**config.mk**
```make
export PLATFORM = sky130hd
export DESIGN_NAME = pic_top
export DESIGN_NICKNAME = d
export VERILOG_FILES = /design/src/include/pic_pkg.sv /design/src/verilog/pic_cell.sv /design/src/verilog/pic_top.sv
export VERILOG_INCLUDE_DIRS = /design/src /design/src/include
export SDC_FILE = /design/constraint.sdc
export NUM_CORES = 1
export LEC_CHECK = 0
export ABC_CLOCK_PERIOD_IN_PS = 2100
export BUFFER_PORTS_ARGS = -buffer_cell sky130_fd_sc_hd__clkbuf_2
export CORE_ASPECT_RATIO = 0.8
export CORE_MARGIN = 5
export CORE_UTILIZATION = 55
export CTS_CLUSTER_DIAMETER = 40
export CTS_CLUSTER_SIZE = 12
export DETAILED_ROUTE_END_ITERATION = 6
export PLACE_DENSITY = 0.88
export REMOVE_ABC_BUFFERS = 1
export SYNTH_ARGS = -nofsm -noshare
export SYNTH_HDL_FRONTEND = slang
export SYNTH_HIERARCHICAL = 1
export SYNTH_SLANG_ARGS = --single-unit
```
**constraint.sdc**
```tcl
create_clock -name CLK -period 2.1 [get_ports CLK]
set_input_delay 0.21 -clock CLK [delete_from_list [all_inputs] [get_ports CLK]]
set_output_delay 0.21 -clock CLK [all_outputs]
set_load 0.02 [all_outputs]
```
**src/include/pic_params.svh**
```systemverilog
// Constants for the programmable input cell block.
// Assumes a single 100 MHz clock and a synchronous active-high reset.
//
// Contract
// - Each input cell selects register, latch or flow-through, with shared or own clock.
// - The shared latch/clock pin always also feeds the logic array as input.
// - Synchronous cells use the shared pin as common enable or capture clock.
// - Asynchronous cells use their own dedicated product term as enable or clock.
// - Clock source is chosen per cell; both kinds coexist.
// - A latch whose enable term is held at one passes data straight through.
// - In synchronous mode capture or freeze happens on falling edge of shared pin.
// - Inputs and outputs start responding 6 to 10 us after power is applied; here SHARED_PIN_OUT follows its pin from reset.
// - Macrocells configured as registers come up holding zero.
// - Input registers are not initialised; contents undefined until first capture.
// - At power-up, input latches present current pin levels.
// - A power-down inhibit bit governs automatic standby.
// - With the inhibit bit set, standby is never entered.
// - With inhibit clear, standby follows 100 ns without any logic transition.
// - Once lock is programmed, configuration readback is refused.
// - Erase clears the lock bit with all other configuration; here erase clears only the lock bit and CELL_CFG is left untouched.
`ifndef PIC_PARAMS_SVH
`define PIC_PARAMS_SVH
`define PIC_CLK_PERIOD_NS 10
`define PIC_PWRUP_MIN_US 6
`define PIC_PWRUP_MAX_US 10
// Power-up wait uses the least time, rounded up
`define PIC_PWRUP_CYCLES ((`PIC_PWRUP_MIN_US * 1000 + `PIC_CLK_PERIOD_NS - 1) / `PIC_CLK_PERIOD_NS)
`define PIC_IDLE_NS 100
`define PIC_IDLE_CYCLES ((`PIC_IDLE_NS + `PIC_CLK_PERIOD_NS - 1) / `PIC_CLK_PERIOD_NS)
`define PIC_NUM_INPUTS 8
`define PIC_CFG_RESET 3'h0
`endif

```
**src/include/pic_pkg.sv**
```systemverilog
// Types shared by the programmable input cell block.
// Assumes pic_params.svh is on the include path.
package pic_pkg;
   // Mode bits: element kind and clock source
   typedef enum logic [1:0] {
      PIC_FLOW = 2'b00,
      PIC_REG = 2'b01,
      PIC_LATCH = 2'b10
   } pic_kind_e;
   typedef struct packed {
      pic_kind_e kind;
      logic async_src;
   } pic_cfg_s;
   // Power sequencing states, Gray along the path
   typedef enum logic [1:0] {
      PIC_ST_OFF = 2'b00,
      PIC_ST_WAIT = 2'b01,
      PIC_ST_RUN = 2'b11,
      PIC_ST_STBY = 2'b10
   } pic_state_e;
endpackage : pic_pkg

```
**src/verilog/pic_cell.sv**
```systemverilog
// One programmable input cell: register, latch or flow-through.
// Assumes pin and enable already synchronised to CLK; edges seen as sampled changes.
`timescale 1ns/1ps
`default_nettype none
module pic_cell
   import pic_pkg::*;
(
   input wire logic clk,
   input wire logic pin,
   input wire logic en,
   input wire logic en_prev,
   input wire logic pwr_on,
   input wire pic_cfg_s cfg,
   output logic data_out
);
   logic store;
   logic next_store;
   logic fall;

   assign fall = en_prev & ~en;

   // Next stored value per mode
   always_comb begin
      next_store = store;
      if (pwr_on) begin
         if (cfg.kind == PIC_LATCH) begin
            next_store = pin;
         end
      end else if (cfg.kind == PIC_REG) begin
         if (fall) begin
            next_store = pin;
         end
      end else if (cfg.kind == PIC_LATCH) begin
         if (en) begin
            next_store = pin;
         end
      end
   end

   // No reset here: register contents stay undefined until first capture
   always_ff @(posedge clk) begin
      store <= next_store;
   end

   // Latch is transparent while enabled; flow passes pin
   always_comb begin
      if (cfg.kind == PIC_FLOW) begin
         data_out = pin;
      end else if (cfg.kind == PIC_LATCH && en) begin
         data_out = pin;
      end else begin
         data_out = store;
      end
   end
endmodule : pic_cell
`default_nettype wire

```
**src/verilog/pic_top.sv**
```systemverilog
// Programmable input stage with power-up, standby and readback lock.
// Assumes board pins are asynchronous; configuration comes from plain ports.
`timescale 1ns/1ps
`default_nettype none
`include "pic_params.svh"
module pic_top
   import pic_pkg::*;
#(
   parameter int N = `PIC_NUM_INPUTS,
   parameter int PWRUP_CYCLES = `PIC_PWRUP_CYCLES
) (
   input wire logic CLK,
   input wire logic SYS_RST,
   input wire logic [N-1:0] INPUT_PINS,
   input wire logic SHARED_LATCH_CLOCK_PIN,
   input wire logic [N-1:0] CELL_PTERM,
   input wire logic [3*N-1:0] CELL_CFG,
   input wire logic PD_INHIBIT,
   input wire logic LOCK_PROGRAM,
   input wire logic ERASE,
   input wire logic READBACK_REQ,
   output logic [N-1:0] CELL_OUT,
   output logic SHARED_PIN_OUT,
   output logic MACRO_REG_OUT,
   output logic READY,
   output logic STANDBY,
   output logic LOCKED,
   output logic READBACK_VALID,
   output logic [3*N-1:0] READBACK_DATA
);
   localparam int IDLE_CYCLES = `PIC_IDLE_CYCLES;
   localparam int PW = $clog2(PWRUP_CYCLES + 1);
   localparam int IW = $clog2(IDLE_CYCLES + 1);

   logic [N:0] sync1;
   logic [N:0] sync2;
   logic [N:0] sync3;
   logic [N-1:0] pt1;
   logic [N-1:0] pt2;
   logic [N-1:0] pt3;
   pic_state_e state, next_state;
   logic [PW-1:0] pcnt, next_pcnt;
   logic [IW-1:0] icnt, next_icnt;
   logic lock, next_lock;
   logic rb_valid, next_rb_valid;
   logic [3*N-1:0] rb_data, next_rb_data;
   logic [N-1:0] cell_val;
   logic activity;
   logic pwr_on;
   logic [N-1:0] next_cell_out;
   logic next_shared_out;
   logic next_macro_out;
   logic next_ready;
   logic next_standby;

   // Two-flop synchronisers, third stage only for edge history
   always_ff @(posedge CLK) begin
      sync1 <= {SHARED_LATCH_CLOCK_PIN, INPUT_PINS};
      sync2 <= sync1;
      sync3 <= sync2;
      pt1 <= CELL_PTERM;
      pt2 <= pt1;
      pt3 <= pt2;
   end

   assign pwr_on = (state == PIC_ST_WAIT);

   // Per-cell enable source chosen by its own config bit
   generate
      for (genvar i = 0; i < N; i++) begin : g_cell
         pic_cfg_s c;
         logic en;
         logic en_prev;
         assign c = pic_cfg_s'(CELL_CFG[3*i +: 3]);
         assign en = c.async_src ? pt2[i] : sync2[N];
         assign en_prev = c.async_src ? pt3[i] : sync3[N];
         pic_cell u_cell (
            .clk(CLK),
            .pin(sync2[i]),
            .en(en),
            .en_prev(en_prev),
            .pwr_on(pwr_on),
            .cfg(c),
            .data_out(cell_val[i])
         );
      end
   endgenerate

   assign activity = (sync2 != sync3) || (pt2 != pt3);

   // Power sequencing and standby
   always_comb begin
      next_state = state;
      next_pcnt = pcnt;
      next_icnt = icnt;
      case (state)
         PIC_ST_OFF: begin
            next_state = PIC_ST_WAIT;
            next_pcnt = '0;
         end
         PIC_ST_WAIT: begin
            next_pcnt = pcnt + PW'(1);
            if (pcnt >= PW'(PWRUP_CYCLES - 1)) begin
               next_state = PIC_ST_RUN;
               next_icnt = '0;
            end
         end
         PIC_ST_RUN: begin
            if (activity || PD_INHIBIT) begin
               next_icnt = '0;
            end else if (icnt >= IW'(IDLE_CYCLES - 1)) begin
               next_state = PIC_ST_STBY;
            end else begin
               next_icnt = icnt + IW'(1);
            end
         end
         default: begin
            // Any transition or inhibit wakes the device
            if (activity || PD_INHIBIT) begin
               next_state = PIC_ST_RUN;
               next_icnt = '0;
            end
         end
      endcase
   end

   // Lock and readback; erase outranks program
   always_comb begin
      next_lock = lock;
      if (ERASE) begin
         next_lock = 1'b0;
      end else if (LOCK_PROGRAM) begin
         next_lock = 1'b1;
      end
      next_rb_valid = 1'b0;
      next_rb_data = '0;
      if (READBACK_REQ && !lock && !ERASE) begin
         next_rb_valid = 1'b1;
         next_rb_data = CELL_CFG;
      end else if (READBACK_REQ) begin
         next_rb_valid = 1'b0;
      end
   end

   always_ff @(posedge CLK) begin
      if (SYS_RST) begin
         state <= PIC_ST_OFF;
         pcnt <= '0;
         icnt <= '0;
         lock <= 1'b0;
         rb_valid <= 1'b0;
         rb_data <= '0;
      end else begin
         state <= next_state;
         pcnt <= next_pcnt;
         icnt <= next_icnt;
         lock <= next_lock;
         rb_valid <= next_rb_valid;
         rb_data <= next_rb_data;
      end
   end

   // Output next values; cells stay quiet until the power-up window ends
   always_comb begin
      next_ready = (state == PIC_ST_RUN) || (state == PIC_ST_STBY);
      next_cell_out = next_ready ? cell_val : '0;
      next_shared_out = sync2[N];
      // Stand-in macrocell register: parity of the cells, zero until ready
      next_macro_out = next_ready ? ^cell_val : 1'b0;
      next_standby = (state == PIC_ST_STBY);
   end

   // Every top-level output comes straight from this register stage
   always_ff @(posedge CLK) begin
      if (SYS_RST) begin
         CELL_OUT <= '0;
         SHARED_PIN_OUT <= 1'b0;
         MACRO_REG_OUT <= 1'b0;
         READY <= 1'b0;
         STANDBY <= 1'b0;
         LOCKED <= 1'b0;
         READBACK_VALID <= 1'b0;
         READBACK_DATA <= '0;
      end else begin
         READY <= next_ready;
         CELL_OUT <= next_cell_out;
         SHARED_PIN_OUT <= next_shared_out;
         MACRO_REG_OUT <= next_macro_out;
         STANDBY <= next_standby;
         LOCKED <= lock;
         READBACK_VALID <= rb_valid;
         READBACK_DATA <= rb_data;
      end
   end

   // Standby never shows while inhibit has been high for two cycles
   AST_NO_STBY_INHIBIT: assert property (@(posedge CLK) disable iff (SYS_RST)
      PD_INHIBIT && $past(PD_INHIBIT) |=> !STANDBY) else $error("standby while inhibited");
   AST_PWRUP_READY: assert property (@(posedge CLK) disable iff (SYS_RST)
      $rose(state == PIC_ST_WAIT) |-> !READY [*8]) else $error("ready too early");
   AST_LOCK_REFUSE: assert property (@(posedge CLK) disable iff (SYS_RST)
      lock && READBACK_REQ |=> !rb_valid) else $error("readback while locked");
   AST_ERASE_UNLOCK: assert property (@(posedge CLK) disable iff (SYS_RST)
      ERASE |=> !lock) else $error("erase kept lock");
   AST_LOCK_SET: assert property (@(posedge CLK) disable iff (SYS_RST)
      LOCK_PROGRAM && !ERASE |=> ##1 LOCKED) else $error("lock not shown");
   AST_STBY_IDLE: assert property (@(posedge CLK) disable iff (SYS_RST)
      (state == PIC_ST_RUN) && !PD_INHIBIT && !activity && (icnt == IW'(IDLE_CYCLES - 1))
      |=> state == PIC_ST_STBY) else $error("standby not entered");
   AST_WAKE: assert property (@(posedge CLK) disable iff (SYS_RST)
      (state == PIC_ST_STBY) && activity |=> state == PIC_ST_RUN) else $error("no wake");
   AST_SHARED_IN: assert property (@(posedge CLK) disable iff (SYS_RST)
      ##1 SHARED_PIN_OUT == $past(sync2[N])) else $error("shared pin not passed");
   // Lock holds until an erase, and a locked readback never reaches the pins
   AST_LOCK_HOLD: assert property (@(posedge CLK) disable iff (SYS_RST)
      lock && !ERASE |=> lock) else $error("lock lost without erase");
   AST_RB_LOCKED_OUT: assert property (@(posedge CLK) disable iff (SYS_RST)
      lock && READBACK_REQ |=> ##1 !READBACK_VALID) else $error("readback shown while locked");
   AST_RB_ANSWER: assert property (@(posedge CLK) disable iff (SYS_RST)
      READBACK_REQ && !lock && !ERASE |=> ##1 READBACK_VALID) else $error("readback not answered");
   // CELL_OUT and STANDBY stay low before the power-up window ends
   AST_CELLS_QUIET: assert property (@(posedge CLK) disable iff (SYS_RST)
      !READY |-> CELL_OUT == '0) else $error("cells shown before power-up");
   AST_STBY_READY: assert property (@(posedge CLK) disable iff (SYS_RST)
      STANDBY |-> READY) else $error("standby before power-up");
endmodule : pic_top
`default_nettype wire
```
# After elaboration in Yosys (flattened, before gate mapping)
# Index checks and enable logic that the tools add are counted.
# Widths: inputs -> output; s select.
# classes
addsub	2
order_cmp	2
eq_ne	41
mux	92
n_bitwise	19
n_reduce_logical	57
# op_table
cell	count
$mux 1	81
$reduce_and 4->1	10
$reduce_bool 3->1	9
$ne 3x2->1 const B	7
$eq 2x2->1 const B	10
$pmux 10 s2	1
$eq 2x1->1 const B	9
$logic_not 2->1	9
$reduce_bool 2->1	9
$mux 4	4
$ne 2x1->1 const B	7
$pmux 4 s3	1
$not 1->1	11
$add 10x1->10 const B	1
$ge 10x10->1 const B	1
$logic_and 1x1->1	10
$ne 9x9->1	1
$and 1x1->1	8
$mux 2	4
$ne 2x2->1 const B	4
$ne 8x8->1	1
$reduce_xor 8->1	1
$pmux 2 s3	1
$reduce_or 2->1	3
7 further kinds	10
# word_totals
regBits	139
input_bits	47
output_inout_bits	38

# Logic depth before layout (Yosys ltp)
# depth
depth_word	6
ltp_mapped	8

# By module
# The synthesis kept the hierarchy.
# by_module_without_submodules
mod	instances	cells_each	area_per_inst_um2	seq_area_each_um2
pic_top	1	336	4043.9	2622.5
pic_cell	8	12	122.6	30.0

# Worst setup path before layout
# No wires, ideal clock.
# synth_timing
path_kind	register to register
startpoint	register sync2[8]
endpoint	register MACRO_REG_OUT
t_arrival_ns	1.718
setup_slack_ns	0.268
stages_incl_launch_ff	9
n_path_buf	1
synth_period_minus_slack_ns	1.832
cell_sequence	dfxtp_1 > buf_4 > mux2_2 > a21oi_1 > mux2_2 > xor2_1 > xnor2_1 > xnor2_1 > nor2_1
# synth_via
elab_chain_cells	5
# synth_rtl
item	line	text
from (decl)	pic_top.sv:36	logic [N:0] sync2;
from (signal assigned)	pic_top.sv:59	sync2 <= sync1;
$mux 1	pic_top.sv:75	assign en = c.async_src ? pt2[i] : sync2[N];
net g_cell[7].en	pic_top.sv:72	logic en;
$logic_and 1x1->1	pic_cell.sv:49	end else if (cfg.kind == PIC_LATCH && en) begin
$mux 1	pic_cell.sv:49	
$mux 1	pic_cell.sv:47	if (cfg.kind == PIC_FLOW) begin
net cell_val[7]	pic_top.sv:47	logic [N-1:0] cell_val;
$reduce_xor 8->1	pic_top.sv:169	next_macro_out = next_ready ? ^cell_val : 1'b0;
to (signal assigned)	pic_top.sv:188	MACRO_REG_OUT <= next_macro_out;
to (decl)	pic_top.sv:24	output logic MACRO_REG_OUT,
# The timed path passes the listed nets, and every way through them passes these cells.
# A chain may end at the register's enable or synchronous reset.

# Worst setup path in the final report
# Ends and elaborated chain as after synthesis.

==> reports/qor.yml <==
die:
  io_pins: 85
  die_h_um: 95.49
  coreArea_mm2: 0.008999
  die_w_um: 116.9
  initial_core_util_pct: 55.84
  dieArea_mm2: 0.01116
  std_cell_rows: 31
logic_synthesis:
  seq_area_frac_synth_pct: 56.97
  synthMuxAreaShare_pct: 5.603
  async_flop_share_pct: 0
  yosys_most_used_dff: "dfxtp_1"
  syn_area_mm2: 0.005025
  ys_types: 43
  yosys.area_share.simple_pct: 16.71
  yosysWarnings: 6
  syn_inst: 432
  synthXorXnorAreaFrac_pct: 5.005
  synth_top_family_by_area: "simple AND/OR/NAND/NOR gates"
  syn_area_per_cell_um2: 11.63
  synthAdderAreaFrac_pct: 6.972
  synth_edf_count: 8
  synth-compound-area-share_pct: 5.951
  ys_ff_latch: 139
worst_setup_path:
  r2r_slack_ns: 0.11
  required_ns: 2.40
  reg2reg_to: "MACRO_REG_OUT"
  cp-endpoint: "MACRO_REG_OUT"
  ff2ff_path_depth: 7
  arrival_ns: 2.29
  timing.rr.start: "sync2[8]"
  cp_max_fo: 11
  endpoint_kind: "register"
  path_class: "reg2reg"
  worstSetupStartpoint: "sync2[8]"
  startpoint_type: "register"
sta:
  maxSlewViolCount: 0
  fin_tns_setup_ns: 0
  fin_skew_ns: 0.006160
  fin_crit_ns: 1.990
  finalSetupViolCount: 0
  finalCritPeriodShare_pct: 94.77
  hold_viol_final: 0
  fmax_mhz: 502.5
  rsz0062_at_grt: "false"
  tightest_slew_ns: 0.7051
  max-slew-margin-rel_pct: 52.94
clock_tree:
  cts-root-buf: "clkbuf_16"
  h-tree-depth: 4
  cts_setup_buffers: 0
  cts_sinks: 139
  cts-buffers-inserted: 17
  clockBufferDepth: 2
  cts.clk_slew.worst_paths_ns: 0.05
  clock_latency_ns: 0.41
  cts_tree: "done"
run:
  cap_viol_max_count: 0
layout:
  layout-drive-gt1-share_pct: 27.32
  finalInstanceArea_mm2: 0.006341
  area_growth_pct: 26.20
  diodes: 0
  fin_nets: 623
global_routing:
  grt.overflow.total: 0
  track_usage_pct: 20.69
  grt_max_degree: 26
  grt_pass1_wl_um: 17170
  grt_pass1_vias: 3686
  antenna_found_initial: 0
power:
  ir_drop_mv: 0.6920
  power.density_mw_per_mm2: 958.1
  p_total_w: 0.006076
  leakagePower_nw: 2.899
detailed_routing:
  vias: 3446
  via_per_inst: 5.105
  first_pass_iters: 4
  initialDrtViolationCount: 131
  avgRoutedWirePerCell_um: 15.80
  drt-total-wl_um: 10660
  drc_errors: 0
  antenna_left: 0
min_path:
  min_path_type: "in2reg"
placed_design:
  dpl.hpwl_um: 7413
  gp_congestion: 0.8311
  postPlaceCellArea_mm2: 0.005590
  io_buffers: 84
outcome:
  status: "complete, no violations"
[logic make-up (layout without fill, tap and decap cells)]
logic type,count (synthesis),after routing
flops,139,139
simple gates,137,137
compound gates,42,42
buf+inv,34,162
fa+ha+maj,28,28
xor+xnor,27,27
mux,25,25
[registers in the layout (all words and copies together), names as in the netlist, 2 cells and up]
signal,count
rb_data,24
pt2,8
sync1,9
state,2
sync3,9
pt3,8
CELL_OUT,8
g_cell.u_cell/store,8
pcnt,10
pt1,8
sync2,9
icnt,4
READBACK_DATA,24
[area by class of cell]
type                       instances  area, µm²
timing repair buffer             109      653.1
fill                             619       2658
multi-input combinational        259       2028
inverter                          22      82.58
clock buffer                      23      478.0
clock inverter                     8      91.34
sequential                       139       2864
tap                              115      143.9
[power by group]
group | internal, W | switching (W) | total (W) | leakage [nW]
combinational | 0.000214 | 0.000202 | 0.000416 | 1.46
clock | 0.00182 | 0.00103 | 0.00286 | 0.287
sequential | 0.00276 | 0.0000485 | 0.00280 | 1.15
[synthesized netlist by cell type, drive strengths merged, types with 2 or more instances]
cell type	instances	area (µm²)
nor2b	36	225.2
o41ai	3	33.79
xnor2	11	111.4
o311a	8	80.08
nor3	9	45.04
edfxtp	8	240.2
and3b	8	70.07
a22o	2	17.52
or3	4	25.02
dfxtp	131	2623
clkbuf	9	33.78
nand2b	11	68.82
xor2	16	140.1
mux2	25	281.5
nor4	4	43.80
o21ai	4	20.01
nand2	7	26.28
inv	22	82.58
a21o	3	22.52
ha	28	350.3
a31oi	2	12.51
nor2	13	48.80
buf	3	23.77
a21oi	16	80.08
nand3	7	40.04
and2	32	200.2
[cells in the final DEF, fill, tap and decap left out, drive strengths merged, types with 5 or more instances in the layout]
| cell | n |
|---|---|
| mux2 | 25 |
| xnor2 | 11 |
| nor2 | 13 |
| clkbuf | 107 |
| edfxtp | 8 |
| o311a | 8 |
| ha | 28 |
| inv | 23 |
| nor3 | 9 |
| clkinv | 5 |
| nand3 | 7 |
| a21oi | 16 |
| and2 | 32 |
| and3b | 8 |
| dfxtp | 131 |
| xor2 | 16 |
| nor2b | 36 |
| nand2b | 11 |
| buf | 7 |
| dlygate4sd3 | 18 |
| nand2 | 7 |
[how the worst min path moves through the flow]
stage	cells after the start	from	endpoint	slack (ns)
3_5_place_dp	0	sync1[1]	sync2[1]	0.31
6_report	2	CELL_CFG[8]	rb_data[8]	0.04
3_3_place_gp	0	sync1[5]	sync2[5]	0.31
5_1_grt	2	CELL_CFG[17]	rb_data[17]	0.03
2_1_floorplan	0	CELL_PTERM[0]	pt1[0]	0.24
4_1_cts	2	CELL_CFG[8]	rb_data[8]	0.03
[routing by layer]
layer	up-vias	part of all wire, %	routed length [µm]	GRT usage, %
li1	1676	-	-	-
met1	1605	41	4324	22.69
met2	131	49	5226	35.46
met3	34	7.3	782	8.122
met4	0	3.1	331	9.169
met5	-	0	0	0
[per-stage QoR]
stage / setup slack [ns] / utilization [%] / hold slack (ns) / instances
finish: 0.1099 / 70.47 / 0.04085 / 675
global route: 0.0006550 / 70.47 / 0.03249 / 675
global placement: 0.1282 / 62.12 / 0.3117 / 626
floorplan: 0.1433 / - / 0.2377 / 420
detailed placement: 0.08179 / 62.12 / 0.3121 / 626
CTS: 0.1034 / 70.47 / 0.02874 / 675
[repair_timing]
| action | 4_1_cts | 5_1_grt |
|---|---|---|
| hold buffers | 18 | 0 |
| endpoints found under the hold margin | 18 | 0 |
| resized for setup | 1 | 0 |
| setup endpoints to repair | 1 | 0 |
[critical path, stage by stage, from the launching register on]
cell and delay [ns]:
dfxtp_2 0.40, mux2_2 0.31, a21oi_1 0.16, mux2_2 0.37, xor2_1 0.26, xnor2_1 0.18, xnor2_1 0.14, nor2_1 0.06
Power figures use the tool's default switching activity.
